$ cat src/logic/cptc_defs.vh
// constants for the continuous period timestamp capture block
// How it works
// - start only runs the counter; capture waits for a collection request.
// - a collection request also starts a stopped counter.
// - stop halts the counter and flushes every pending sample.
// - stop ends any interrupt or transfer-driven collection in progress.
// - an overrun still latched at stop is reported to the host.
// - gate enable chooses ungated (0) or gate-qualified (1) capture.
// - gate polarity chooses active high (1) or active low (0).
// - edge count chooses single edge (0) or both edges (1).
// - single edge select picks rising (0) or falling (1).
// - gate usage picks one-time trigger (0) or level gate (1).
// - counter advances every 0.1 us; unscaled delta spans 65535 counts.
// - delta is current minus previous, shifted right by scale 0..28, 16 bits.
// - scaled delta above 65535 reads zero with overflow flagged.
// - sample leaves as four bytes, least significant first, bits 11:4, 19:12, 27:20.
// - first byte holds count bits 3:0, inverted gate, inverted signal, two zeros.
// - counted collection stops and flushes on count done or overrun.
`ifndef CPTC_DEFS_VH
`define CPTC_DEFS_VH
`define CPTC_CNT_W        28
`define CPTC_CLK_PERIOD_PS 4000
`define CPTC_TICK_PS      100000
// one count is 0.1 us, which is 25 clocks of 4 ns; keep it in step with the clock
`define CPTC_TICK_CYC     5'h19
`define CPTC_SCALE_MAX    5'h1c
`define CPTC_DELTA_MAX    32'h0000ffff
`define CPTC_OP_IDLE      2'h0
`define CPTC_OP_FREE      2'h1
`define CPTC_OP_COUNTED   2'h2
`endif

$ cat src/logic/cptc_buf2.v
// two-entry valid/ready buffer for captured samples
`timescale 1ns/1ps
`default_nettype none
module cptc_buf2 (
    input  wire        clk_i,
    input  wire        reset_n_i,
    input  wire        flush_i,
    input  wire        in_valid_i,
    output wire        in_ready_o,
    input  wire [29:0] in_data_i,
    output wire        out_valid_o,
    input  wire        out_ready_i,
    output wire [29:0] out_data_o
);
    reg  [29:0] mem_q [0:1];
    reg         wr_q;
    reg         rd_q;
    reg  [1:0]  cnt_q;
    wire        push;
    wire        pop;

    assign in_ready_o  = (cnt_q != 2'h2);
    assign out_valid_o = (cnt_q != 2'h0);
    assign out_data_o  = mem_q[rd_q];
    assign push        = in_valid_i & in_ready_o;
    assign pop         = out_valid_o & out_ready_i;

    // -----------------------------------------
    // storage and pointers
    // -----------------------------------------
    always @(posedge clk_i) begin
        if (!reset_n_i || flush_i) begin
            wr_q  <= 1'b0;
            rd_q  <= 1'b0;
            cnt_q <= 2'h0;
        end else begin
            if (push) begin
                mem_q[wr_q] <= in_data_i;
                wr_q        <= ~wr_q;
            end
            if (pop) begin
                rd_q <= ~rd_q;
            end
            cnt_q <= cnt_q + {1'b0, push} - {1'b0, pop};
        end
    end
endmodule
`default_nettype wire

$ cat src/logic/cptc_capture.v
// top of the timestamp capture block: counter, edge qualify, buffer, delta
`timescale 1ns/1ps
`default_nettype none
`include "cptc_defs.vh"
module cptc_capture (
    input  wire        clk_i,
    input  wire        reset_n_i,
    input  wire        signal_i,
    input  wire        gate_i,
    input  wire        cfg_gate_en_i,
    input  wire        cfg_gate_pol_i,
    input  wire        cfg_dual_edge_i,
    input  wire        cfg_falling_i,
    input  wire        cfg_gate_level_i,
    input  wire [4:0]  cfg_scale_i,
    input  wire        start_i,
    input  wire        stop_i,
    input  wire        flush_i,
    input  wire [1:0]  operation_select_i,
    input  wire        collect_i,
    input  wire [15:0] sample_count_i,
    output reg  [7:0]  byte_o,
    output reg         byte_valid_o,
    input  wire        byte_ready_i,
    output reg         byte_last_o,
    output reg  [15:0] delta_o,
    output reg         delta_ovf_o,
    output reg         running_o,
    output reg         collecting_o,
    output reg         overrun_o,
    output reg         stop_overrun_o,
    output reg         scale_err_o,
    output reg         done_o
);
    localparam [1:0] ST_IDLE = 2'h0;
    localparam [1:0] ST_ARM  = 2'h1;
    localparam [1:0] ST_RUN  = 2'h2;
    localparam [4:0] TICK_W  = `CPTC_TICK_CYC;

    reg  [1:0]  st_q;
    reg  [1:0]  op_q;
    reg  [4:0]  tick_q;
    reg  [27:0] cnt_q;
    reg  [27:0] prev_q;
    reg  [15:0] remain_q;
    reg         sig_q;
    reg         gate_q;
    reg         tick_en_q;
    reg  [1:0]  byte_idx_q;
    reg         have_q;
    reg  [29:0] cur_q;
    reg  [4:0]  scale_q;
    wire        gate_act;
    wire        edge_hit;
    wire        cap;
    wire        buf_ready;
    wire        buf_valid;
    wire [29:0] buf_data;
    wire        pop;
    wire        flush_all;
    wire        ovf_evt;
    wire [27:0] diff;
    wire [27:0] scaled;

    // decide whether a signal transition counts as an edge
    function edge_sel;
        input rise;
        input fall;
        input dual;
        input neg;
        begin
            edge_sel = dual ? (rise | fall) : (neg ? fall : rise);
        end
    endfunction

    // gate decode, shared by the level gate and the one-time trigger arm
    function gate_on;
        input level;
        input pol;
        begin
            gate_on = pol ? level : ~level;
        end
    endfunction

    // -----------------------------------------
    // timestamp counter
    // -----------------------------------------
    // the count only halts on stop and is cleared only by reset; the first delta
    // after a stop is taken against zero, so the host must discard it
    // 0.1 us tick
    always @(posedge clk_i) begin
        if (!reset_n_i || !running_o) begin
            tick_q    <= 5'h0;
            tick_en_q <= 1'b0;
        end else if (tick_q == TICK_W - 5'h1) begin
            tick_q    <= 5'h0;
            tick_en_q <= 1'b1;
        end else begin
            tick_q    <= tick_q + 5'h1;
            tick_en_q <= 1'b0;
        end
    end

    always @(posedge clk_i) begin
        if (!reset_n_i) begin
            cnt_q <= 28'h0;
        end else if (tick_en_q && running_o) begin
            cnt_q <= cnt_q + 28'h1;
        end
    end

    // -----------------------------------------
    // edge and gate qualification
    // -----------------------------------------
    // inputs are taken as synchronous; one register gives edge history
    always @(posedge clk_i) begin
        if (!reset_n_i) begin
            sig_q  <= 1'b0;
            gate_q <= 1'b0;
        end else begin
            sig_q  <= signal_i;
            gate_q <= gate_i;
        end
    end

    assign gate_act = gate_on(gate_i, cfg_gate_pol_i);
    assign edge_hit = edge_sel(signal_i & ~sig_q, ~signal_i & sig_q,
                               cfg_dual_edge_i, cfg_falling_i);
    // level gate checks each capture; trigger only arms once
    // a capture in a stop or flush cycle is dropped on purpose: the buffer is
    // emptied at that edge anyway, and a late overrun must not outlive the clear
    assign cap = (st_q == ST_RUN) && running_o && edge_hit && !stop_i && !flush_i &&
                 (!cfg_gate_en_i || !cfg_gate_level_i || gate_act);
    assign ovf_evt   = cap && !buf_ready;
    // stop and flush empty the buffer
    assign flush_all = stop_i | flush_i |
                       ((op_q == `CPTC_OP_COUNTED) && (st_q == ST_RUN) &&
                        (ovf_evt || remain_q == 16'h0));

    // -----------------------------------------
    // collection state machine
    // -----------------------------------------
    always @(posedge clk_i) begin
        if (!reset_n_i) begin
            st_q         <= ST_IDLE;
            op_q         <= `CPTC_OP_IDLE;
            running_o    <= 1'b0;
            collecting_o <= 1'b0;
            remain_q     <= 16'h0;
            done_o       <= 1'b0;
        end else if (stop_i) begin
            // stop halts counter and ends any collection
            st_q         <= ST_IDLE;
            op_q         <= `CPTC_OP_IDLE;
            running_o    <= 1'b0;
            collecting_o <= 1'b0;
        end else begin
            if (start_i) begin
                running_o <= 1'b1;
            end
            case (st_q)
                ST_IDLE: begin
                    if (collect_i && operation_select_i != `CPTC_OP_IDLE) begin
                        running_o    <= 1'b1;
                        collecting_o <= 1'b1;
                        op_q         <= operation_select_i;
                        remain_q     <= sample_count_i;
                        done_o       <= 1'b0;
                        st_q         <= (cfg_gate_en_i && !cfg_gate_level_i) ?
                                        ST_ARM : ST_RUN;
                    end
                end
                ST_ARM: begin
                    // trigger mode waits for the gate once
                    if (gate_on(gate_i, cfg_gate_pol_i)) begin
                        st_q <= ST_RUN;
                    end
                end
                ST_RUN: begin
                    // counted collection ends on count done or overrun
                    if (op_q == `CPTC_OP_COUNTED) begin
                        if (ovf_evt || remain_q == 16'h0) begin
                            st_q         <= ST_IDLE;
                            op_q         <= `CPTC_OP_IDLE;
                            collecting_o <= 1'b0;
                            done_o       <= ~ovf_evt;
                        end else if (cap) begin
                            remain_q <= remain_q - 16'h1;
                        end
                    end
                end
                default: begin
                    st_q <= ST_IDLE;
                end
            endcase
        end
    end

    // -----------------------------------------
    // overrun tracking
    // -----------------------------------------
    // set on capture into full buffer; stop or flush wins, as no capture is taken in that cycle
    always @(posedge clk_i) begin
        if (!reset_n_i) begin
            overrun_o      <= 1'b0;
            stop_overrun_o <= 1'b0;
        end else begin
            if (ovf_evt) begin
                overrun_o <= 1'b1;
            end else if (stop_i || flush_i) begin
                overrun_o <= 1'b0;
            end
            if (stop_i) begin
                stop_overrun_o <= overrun_o | ovf_evt;
            end else if (start_i || collect_i) begin
                stop_overrun_o <= 1'b0;
            end
        end
    end

    // sample word: count plus inverted gate and signal levels
    // the levels are the registered ones, so they show the pins one cycle
    // before the qualifying edge; two entries ride out a short host stall
    cptc_buf2 u_buf (
        .clk_i       (clk_i),
        .reset_n_i   (reset_n_i),
        .flush_i     (flush_all),
        .in_valid_i  (cap),
        .in_ready_o  (buf_ready),
        .in_data_i   ({cnt_q, ~gate_q, ~sig_q}),
        .out_valid_o (buf_valid),
        .out_ready_i (pop),
        .out_data_o  (buf_data)
    );

    // -----------------------------------------
    // byte serializer and delta
    // -----------------------------------------
    // one sample is unpacked at a time; the next pops once the fourth byte goes
    assign pop = buf_valid && !have_q;
    assign diff   = cur_q[29:2] - prev_q;
    assign scaled = diff >> scale_q;

    always @(posedge clk_i) begin
        if (!reset_n_i || stop_i || flush_i) begin
            have_q       <= 1'b0;
            byte_idx_q   <= 2'h0;
            byte_valid_o <= 1'b0;
            byte_last_o  <= 1'b0;
            byte_o       <= 8'h0;
            cur_q        <= 30'h0;
        end else if (pop) begin
            have_q       <= 1'b1;
            cur_q        <= buf_data;
            byte_idx_q   <= 2'h0;
            byte_valid_o <= 1'b1;
            byte_last_o  <= 1'b0;
            // low nibble of count, inverted gate, inverted signal, zeros
            byte_o       <= {buf_data[5:2], buf_data[1], buf_data[0], 2'h0};
        end else if (byte_valid_o && byte_ready_i) begin
            case (byte_idx_q)
                2'h0: begin
                    byte_o     <= cur_q[13:6];
                    byte_idx_q <= 2'h1;
                end
                2'h1: begin
                    byte_o     <= cur_q[21:14];
                    byte_idx_q <= 2'h2;
                end
                2'h2: begin
                    byte_o      <= cur_q[29:22];
                    byte_idx_q  <= 2'h3;
                    byte_last_o <= 1'b1;
                end
                default: begin
                    have_q       <= 1'b0;
                    byte_valid_o <= 1'b0;
                    byte_last_o  <= 1'b0;
                end
            endcase
        end
    end

    // delta is published once a sample's last byte is taken
    // waiting for the last byte costs latency but keeps delta paired with
    // the word the host has just assembled
    always @(posedge clk_i) begin
        if (!reset_n_i || stop_i) begin
            prev_q      <= 28'h0;
            delta_o     <= 16'h0;
            delta_ovf_o <= 1'b0;
            scale_q     <= 5'h0;
            scale_err_o <= 1'b0;
        end else begin
            // scale above 28 refused, old one kept
            if (cfg_scale_i > `CPTC_SCALE_MAX) begin
                scale_err_o <= 1'b1;
            end else begin
                scale_q     <= cfg_scale_i;
                scale_err_o <= 1'b0;
            end
            if (byte_last_o && byte_valid_o && byte_ready_i) begin
                prev_q <= cur_q[29:2];
                // oversized delta reads zero with overflow set
                if (scaled > 28'h000ffff) begin
                    delta_o     <= 16'h0;
                    delta_ovf_o <= 1'b1;
                end else begin
                    delta_o     <= scaled[15:0];
                    delta_ovf_o <= 1'b0;
                end
            end
        end
    end
endmodule
`default_nettype wire

$ cat config.mk
export PLATFORM = sky130hd
export DESIGN_NAME = cptc_capture
export DESIGN_NICKNAME = d
export VERILOG_FILES = /design/src/logic/cptc_buf2.v /design/src/logic/cptc_capture.v
export VERILOG_INCLUDE_DIRS = /design/src /design/src/logic
export SDC_FILE = /design/constraint.sdc
export NUM_CORES = 1
export LEC_CHECK = 0
export BUFFER_PORTS_ARGS = -buffer_cell sky130_fd_sc_hd__buf_2
export CORE_MARGIN = 5
export CORE_UTILIZATION = 61
export CTS_BUF_LIST = sky130_fd_sc_hd__clkbuf_2
export DETAILED_ROUTE_END_ITERATION = 8
export PLACE_DENSITY = 0.8
export SLEW_MARGIN = 15
export SYNTH_ARGS = -nofsm -noshare
export SYNTH_HDL_FRONTEND = slang
export SYNTH_SLANG_ARGS = --single-unit
export TNS_END_PERCENT = 5
$ cat constraint.sdc
create_clock -name clk_i -period 7.08 [get_ports clk_i]
set_clock_uncertainty 0.05 [all_clocks]
set_input_delay 0.708 -clock clk_i [delete_from_list [all_inputs] [get_ports clk_i]]
set_output_delay 0.708 -clock clk_i [all_outputs]
set_load 0.05 [all_outputs]
# [Yosys cells after proc, flatten, opt, wreduce, memory -nomap -nowiden]
# Memories as Yosys holds them, arrays and structs flattened. A register that Yosys moved wholly into a read port is not among the register bits.
# Cells that the tools add are included.
[word_totals] word_cells=173 ramBits=60 reg_bits=158 mem_count=1 output_inout_bits=33
[mem_list] name="u_buf.mem_q" depth=2 word_bits=30 read_ports=1 rd_ports_with_merged_regs=1 wr=1 line_no="cptc_buf2.v:15" rtl="reg [29:0] mem_q [0:1];"
[classes] reduce_logical=56 shift=1 eq_ne=14 n_addsub=6 magnitude_cmp=2 muxes=48 bitwise_logic=18
[ops] operator="$mux W16" n=5
[ops] operator="$pmux W16 S2" n=1
[ops] operator="$add A28 B1 Y28 const B" n=1
[ops] operator="$gt A28 B16 Y1 const B" n=1
[ops] operator="$shr A28 B5 Y28" n=1
[ops] operator="$sub A28 B28 Y28" n=1
[ops] operator="$mux W1" n=27
[ops] operator="$pmux W8 S3" n=1
[ops] operator="$logic_not A16 Y1" n=1
[ops] operator="$mux W8" n=2
[ops] operator="$sub A16 B1 Y16 const B" n=1
[ops] operator="$logic_and A1 B1 Y1" n=15
[ops] operator="$mux W2" n=6
[ops] operator="$pmux W2 S3" n=2
[ops] operator="$reduce_bool A2 Y1" n=6
[ops] operator="$ne A2 B2 Y1 const B" n=5
[ops] operator="$not A1 Y1" n=10
[ops] operator="$logic_or A1 B1 Y1" n=9
[ops] operator="$logic_not A1 Y1" n=8
[ops] operator="$reduce_and A2 Y1" n=4
[ops] operator="$reduce_and A4 Y1" n=2
[ops] operator="$reduce_or A2 Y1" n=4
[ops] operator="$eq A2 B2 Y1 const B" n=3
[ops] operator="$ne A2 B1 Y1 const B" n=3
[ops] operator="other kinds (16)" n=26

# [Logic depth before layout (Yosys ltp)]
[logic_depth] word_depth=15 depth_mapped=16

# [Modules after synthesis]
# Synthesis repeated with hierarchy kept, for this count alone.
[hier_totals] cells_unflattened=1485 hier_area_um2=12633.4
[modules_own_cells] mod="cptc_capture" n_inst=1 cells_per_inst=1365 area_per_inst_um2=10221.1
[modules_own_cells] mod="cptc_buf2" n_inst=1 cells_per_inst=120 area_per_inst_um2=2412.3

# [Least setup slack after synthesis]
# Ideal clock, no wire load.
[synth_path] path_kind="input port to flip-flop" start="input signal_i" end="memory u_buf.mem_q[0][0], enable pin" slack_ns=2.581 setup_time_ns=0.455 required_time_ns=6.575 arrival_time_ns=3.994 cell_stages=8 path_buffers=0 cell_sequence="ha_1 nor2b_1 a211oi_1 a211o_1 nor3b_1 or2_2 a31o_2 nor3_1"
[synth_via] elab_chain_len=15 elab_cells_between_ends=19
[synth_lines] item="start: declaration" line_no="cptc_capture.v:8" rtl="input wire signal_i,"
[synth_lines] item="$not A1 Y1" line_no="cptc_capture.v:127" rtl="assign edge_hit = edge_sel(signal_i & ~sig_q, ~signal_i & sig_q,"
[synth_lines] item="$and A1 B1 Y1" line_no="cptc_capture.v:127"
[synth_lines] item="$mux W1 / $or A1 B1 Y1 (equally long branches)" line_no="cptc_capture.v:72" rtl="edge_sel = dual ? (rise | fall) : (neg ? fall : rise);"
[synth_lines] item="$mux W1 *" line_no="cptc_capture.v:72"
[synth_lines] item="$logic_and A1 B1 Y1 * (4 in series)" line_no="cptc_capture.v:132" rtl="assign cap = (st_q == ST_RUN) && running_o && edge_hit && !stop_i && !flush_i &&"
[synth_lines] item="$logic_and A1 B1 Y1" line_no="cptc_capture.v:134" rtl="assign ovf_evt = cap && !buf_ready;"
[synth_lines] item="$logic_or A1 B1 Y1" line_no="cptc_capture.v:138" rtl="(ovf_evt || remain_q == 16'h0));"
[synth_lines] item="$logic_and A1 B1 Y1" line_no="cptc_capture.v:137" rtl="((op_q == `CPTC_OP_COUNTED) && (st_q == ST_RUN) &&"
[synth_lines] item="$or A1 B1 Y1" line_no="cptc_capture.v:136" rtl="assign flush_all = stop_i | flush_i |"
[synth_lines] item="$logic_or A1 B1 Y1" line_no="cptc_buf2.v:32" rtl="if (!reset_n_i || flush_i) begin"
[synth_lines] item="$mux W1 *" line_no="cptc_buf2.v:32"
[synth_lines] item="$mux W1 (implied by the code) *" line_no="cptc_buf2.v:38" rtl="mem_q[wr_q] <= in_data_i;"
[synth_lines] item="end: declaration" line_no="cptc_buf2.v:15"
# Mark *: on every way between the ends. The rest lies on a longest branch, timed or not.

# [Worst setup path in the final report]
[layout_path] start="register cur_q[2]" end="register delta_o[3]"
[layout_via] elab_chain_len=4
[layout_lines] item="start: declaration" line_no="cptc_capture.v:51" rtl="reg [29:0] cur_q;"
[layout_lines] item="start signal: assignment" line_no="cptc_capture.v:254" rtl="cur_q <= buf_data;"
[layout_lines] item="$sub A28 B28 Y28 *" line_no="cptc_capture.v:241" rtl="assign diff = cur_q[29:2] - prev_q;"
[layout_lines] item="$shr A28 B5 Y28 *" line_no="cptc_capture.v:242" rtl="assign scaled = diff >> scale_q;"
[layout_lines] item="$gt A28 B16 Y1" line_no="cptc_capture.v:305" rtl="if (scaled > 28'h000ffff) begin"
[layout_lines] item="$mux W16 *" line_no="cptc_capture.v:305"
[layout_lines] item="end signal: assignment" line_no="cptc_capture.v:309" rtl="delta_o <= scaled[15:0];"
[layout_lines] item="end: declaration" line_no="cptc_capture.v:26" rtl="output reg [15:0] delta_o,"
# Marks and branches as above.
# A chain may end at the register's enable or synchronous reset.

==> results.yml <==
outcome:
  status: "completed"
timing:
  tightestPinTransition_ps: 980.5
  setup_viol: 0
  fin_crit_ps: 4654
  period_share_pct: 65.73
  hold_violations: 0
  rsz0062_at_grt: "no"
  max_freq_mhz: 214.9
  drv_slew: 0
  relSlewSlack_pct: 34.39
  fin_tns_setup_ps: 0
clock_network:
  clock_latency_ps: 820
  hold_buffers: 0
  cts_buffer_depth: 3
  path_clk_slew_ps: 110
  cts_buffers: 54
  clock-sinks: 217
  cts_resized: 0
  cts_tree: "done"
  htree_num_levels: 2
  clock-root-buffer: "clkbuf_2"
  post_cts_buffers: 0
worst_hold_path:
  hp-class: "input port to flop"
  min_from: "gate_i"
routing:
  vias: 10800
  firstDrtPassIters: 8
  avgRoutedWirePerCell_um: 17.61
  avgViaCountPerCell: 6.058
  routed_wl_um: 31370
  antenna_left: 0
  drtIter0Drc: 820
  drc: 0
floorplan:
  dieArea_um2: 22900
  pin_count: 70
  core_um2: 19590
  die_h_um: 151.3
  dieWidth_um: 151.3
  placementRows: 51
  initial_utilization_pct: 62.18
synthesis:
  synthCells: 1408
  synth_warnings: 0
  synth-simple-area-share_pct: 18.49
  ys_top_cells_by_area: "dfxtp_1 (26%), edfxtp_1 (15%), nor2_1 (5.8%), nand2_1 (5.3%), a21oi_1 (4.5%)"
  syn_nets: 1486
  synth_seq_area_share_pct: 40.59
  ys_seq_elements: 217
  ys_async_sr_fraction_pct: 0
  muxShareOfSynthArea_pct: 6.368
  synth_ff_type: "dfxtp_1"
  synth_compound_area_share_pct: 21.64
  synth_xor_area_share_pct: 4.026
  synth_area_um2: 12180
  synth_top_family_by_area: "compound AO/OA/AOI/OAI gates"
  syn_area_per_cell_um2: 8.652
  netlist.area_leader.share_pct: 25.80
  synth_cell_types: 87
  yosysTopAreaCell: "dfxtp_1"
  yosys.area_share.adder_pct: 4.273
  synth-edff-count: 60
placed_design:
  gp_congestion: 0.9951
  port_buffers: 69
  dp_cells: 1681
  hpwl_um: 23190
critical_path:
  r2r_start: "cur_q[2]"
  critPathMostFrequentCell: "inv_1"
  worstSetupPathType: "flop to flop"
  path_cells: "inv_1 -> ha_1 -> inv_1 -> fa_1 -> a211oi_2 -> o21ai_2 -> a22oi_1 -> nand4b_1 -> nand3_1 -> a21oi_1 -> a222oi_1 -> nor2_1 -> nor4_2 -> nand3_2 -> o41ai_2"
  crit_start: "cur_q[2]"
  ff2ff_setup_slack_ps: 2430
  max_stage_delay_ps: 590
  crit_path_end_kind: "flop"
  crit_arrival_ps: 5310
  startpoint_type: "flop"
  required_ps: 7730
  critPathSlowestCell: "a222oi_1"
  cp_max_fo: 14
final_layout:
  fillCellCount: 1642
  final_cell_mix: "nor2_1 (188), nand2_1 (173), dfxtp_1 (157)"
  final_common_cell: "nor2_1"
  area_growth_syn_to_layout_pct: 8.125
  num-nets-final: 1550
  fin_cells: 1782
  drive_gt1_share_pct: 14.91
pwr:
  power.total_uw: 2287
  p_leak_uw: 0.005053
  p_per_area_nw_per_um2: 173.6
  worst_ir_drop_vdd_v: 0.0001487
global_routing:
  grt_max_degree: 53
  overflow: 0
  grt_pass1_wl_um: 51320
  grt_use_total_pct: 27.69
  grt_pass1_vias: 10280
  antenna_found_initial: 1
run:
  cap_viol_max_count: 0
[path summary, 6_finish.rpt]
kind / endpoint / cells past startpoint
setup / recovery: delta_o[3] / 15
hold / removal: gate_q / 2
setup reg to reg: delta_o[3] / 15
hold reg to reg: prev_q[7] / 2
[state kept, by name, indices dropped and copies added, names as in the netlist, 2 cells and up, named ones only]
| signal | cells |
|---|---|
| prev_q | 28 |
| byte_idx_q | 2 |
| st_q | 2 |
| cur_q | 28 |
| u_buf.cnt_q | 2 |
| scale_q | 5 |
| byte_o | 8 |
| remain_q | 16 |
| tick_q | 5 |
| cnt_q | 28 |
| op_q | 2 |
| u_buf.mem_q | 60 |
| delta_o | 16 |
[worst max-delay path, delay by kind of cell (launching register included)]
kind	cells	cell delay, ps
AOI/OAI and AO/OA	6	1970
adders and majority gates	2	600
and+or+nand+nor	5	1480
buffers and inverters	2	110
DFF	1	340
[metal layers]
layer / global-route usage, % / part of all wire [%] / vias to the layer above
li1: - / - / 5256
met1: 34.79 / 41 / 5051
met2: 45.74 / 48 / 375
met3: 4.997 / 5.7 / 114
met4: 13.96 / 4.7 / 0
met5: 0 / 0 / -
[cells in the mapped netlist, drive strengths merged (18+ instances only)]
| master | n |
|---|---|
| edfxtp | 60 |
| o21ai | 65 |
| ha | 40 |
| nand3 | 35 |
| a211oi | 47 |
| clkbuf | 59 |
| inv | 61 |
| buf | 18 |
| mux2i | 46 |
| nand2 | 173 |
| dfxtp | 157 |
| xnor2 | 23 |
| a21oi | 117 |
| nor2 | 188 |
| nor3 | 27 |
| xor2 | 33 |
[power breakdown]
part / switching, uW / internal, uW / leakage [uW]
clock network: 492 / 349 / 0.000387
logic: 108 / 54.3 / 0.00285
registers: 7.51 / 1280 / 0.00182
total: 607 / 1680 / 0.00505
[cell type report]
cell class              count  area [um2]  area share (%)
clock inverters            18       103.9          0.7885
inverters                  62       232.7           1.767
multi-input cells        1052        6680           50.72
well taps                 265       331.6           2.517
repair buffers             85       465.4           3.534
flip-flops and latches    217        4945           37.54
diodes                      1       2.502         0.01900
clock buffers              82       410.4           3.116
[per-stage QoR]
step | hold WS (ps) | util, % | area (um2) | setup slack [ps]
2_1_floorplan | 378.5 | - | 12180 | 2581
4_1_cts | 25.87 | 67.22 | 13170 | 2462
3_5_place_dp | 395.4 | 64.60 | 12650 | 2516
5_1_grt | 16.41 | 67.24 | 13170 | 2105
3_3_place_gp | 386.8 | 64.60 | 12650 | 2548
6_report | 92.91 | 67.24 | 13170 | 2426
[cell families after synthesis]
logic type / Yosys count
XOR/XNOR: 56
AO/OA/AOI/OAI: 382
multiplexers: 64
flip-flops: 217
AND/OR/NAND/NOR: 509
buffers and inverters: 139
adder cells (fa/ha/maj): 41
Note: power is estimated with default switching activity, not from simulation.
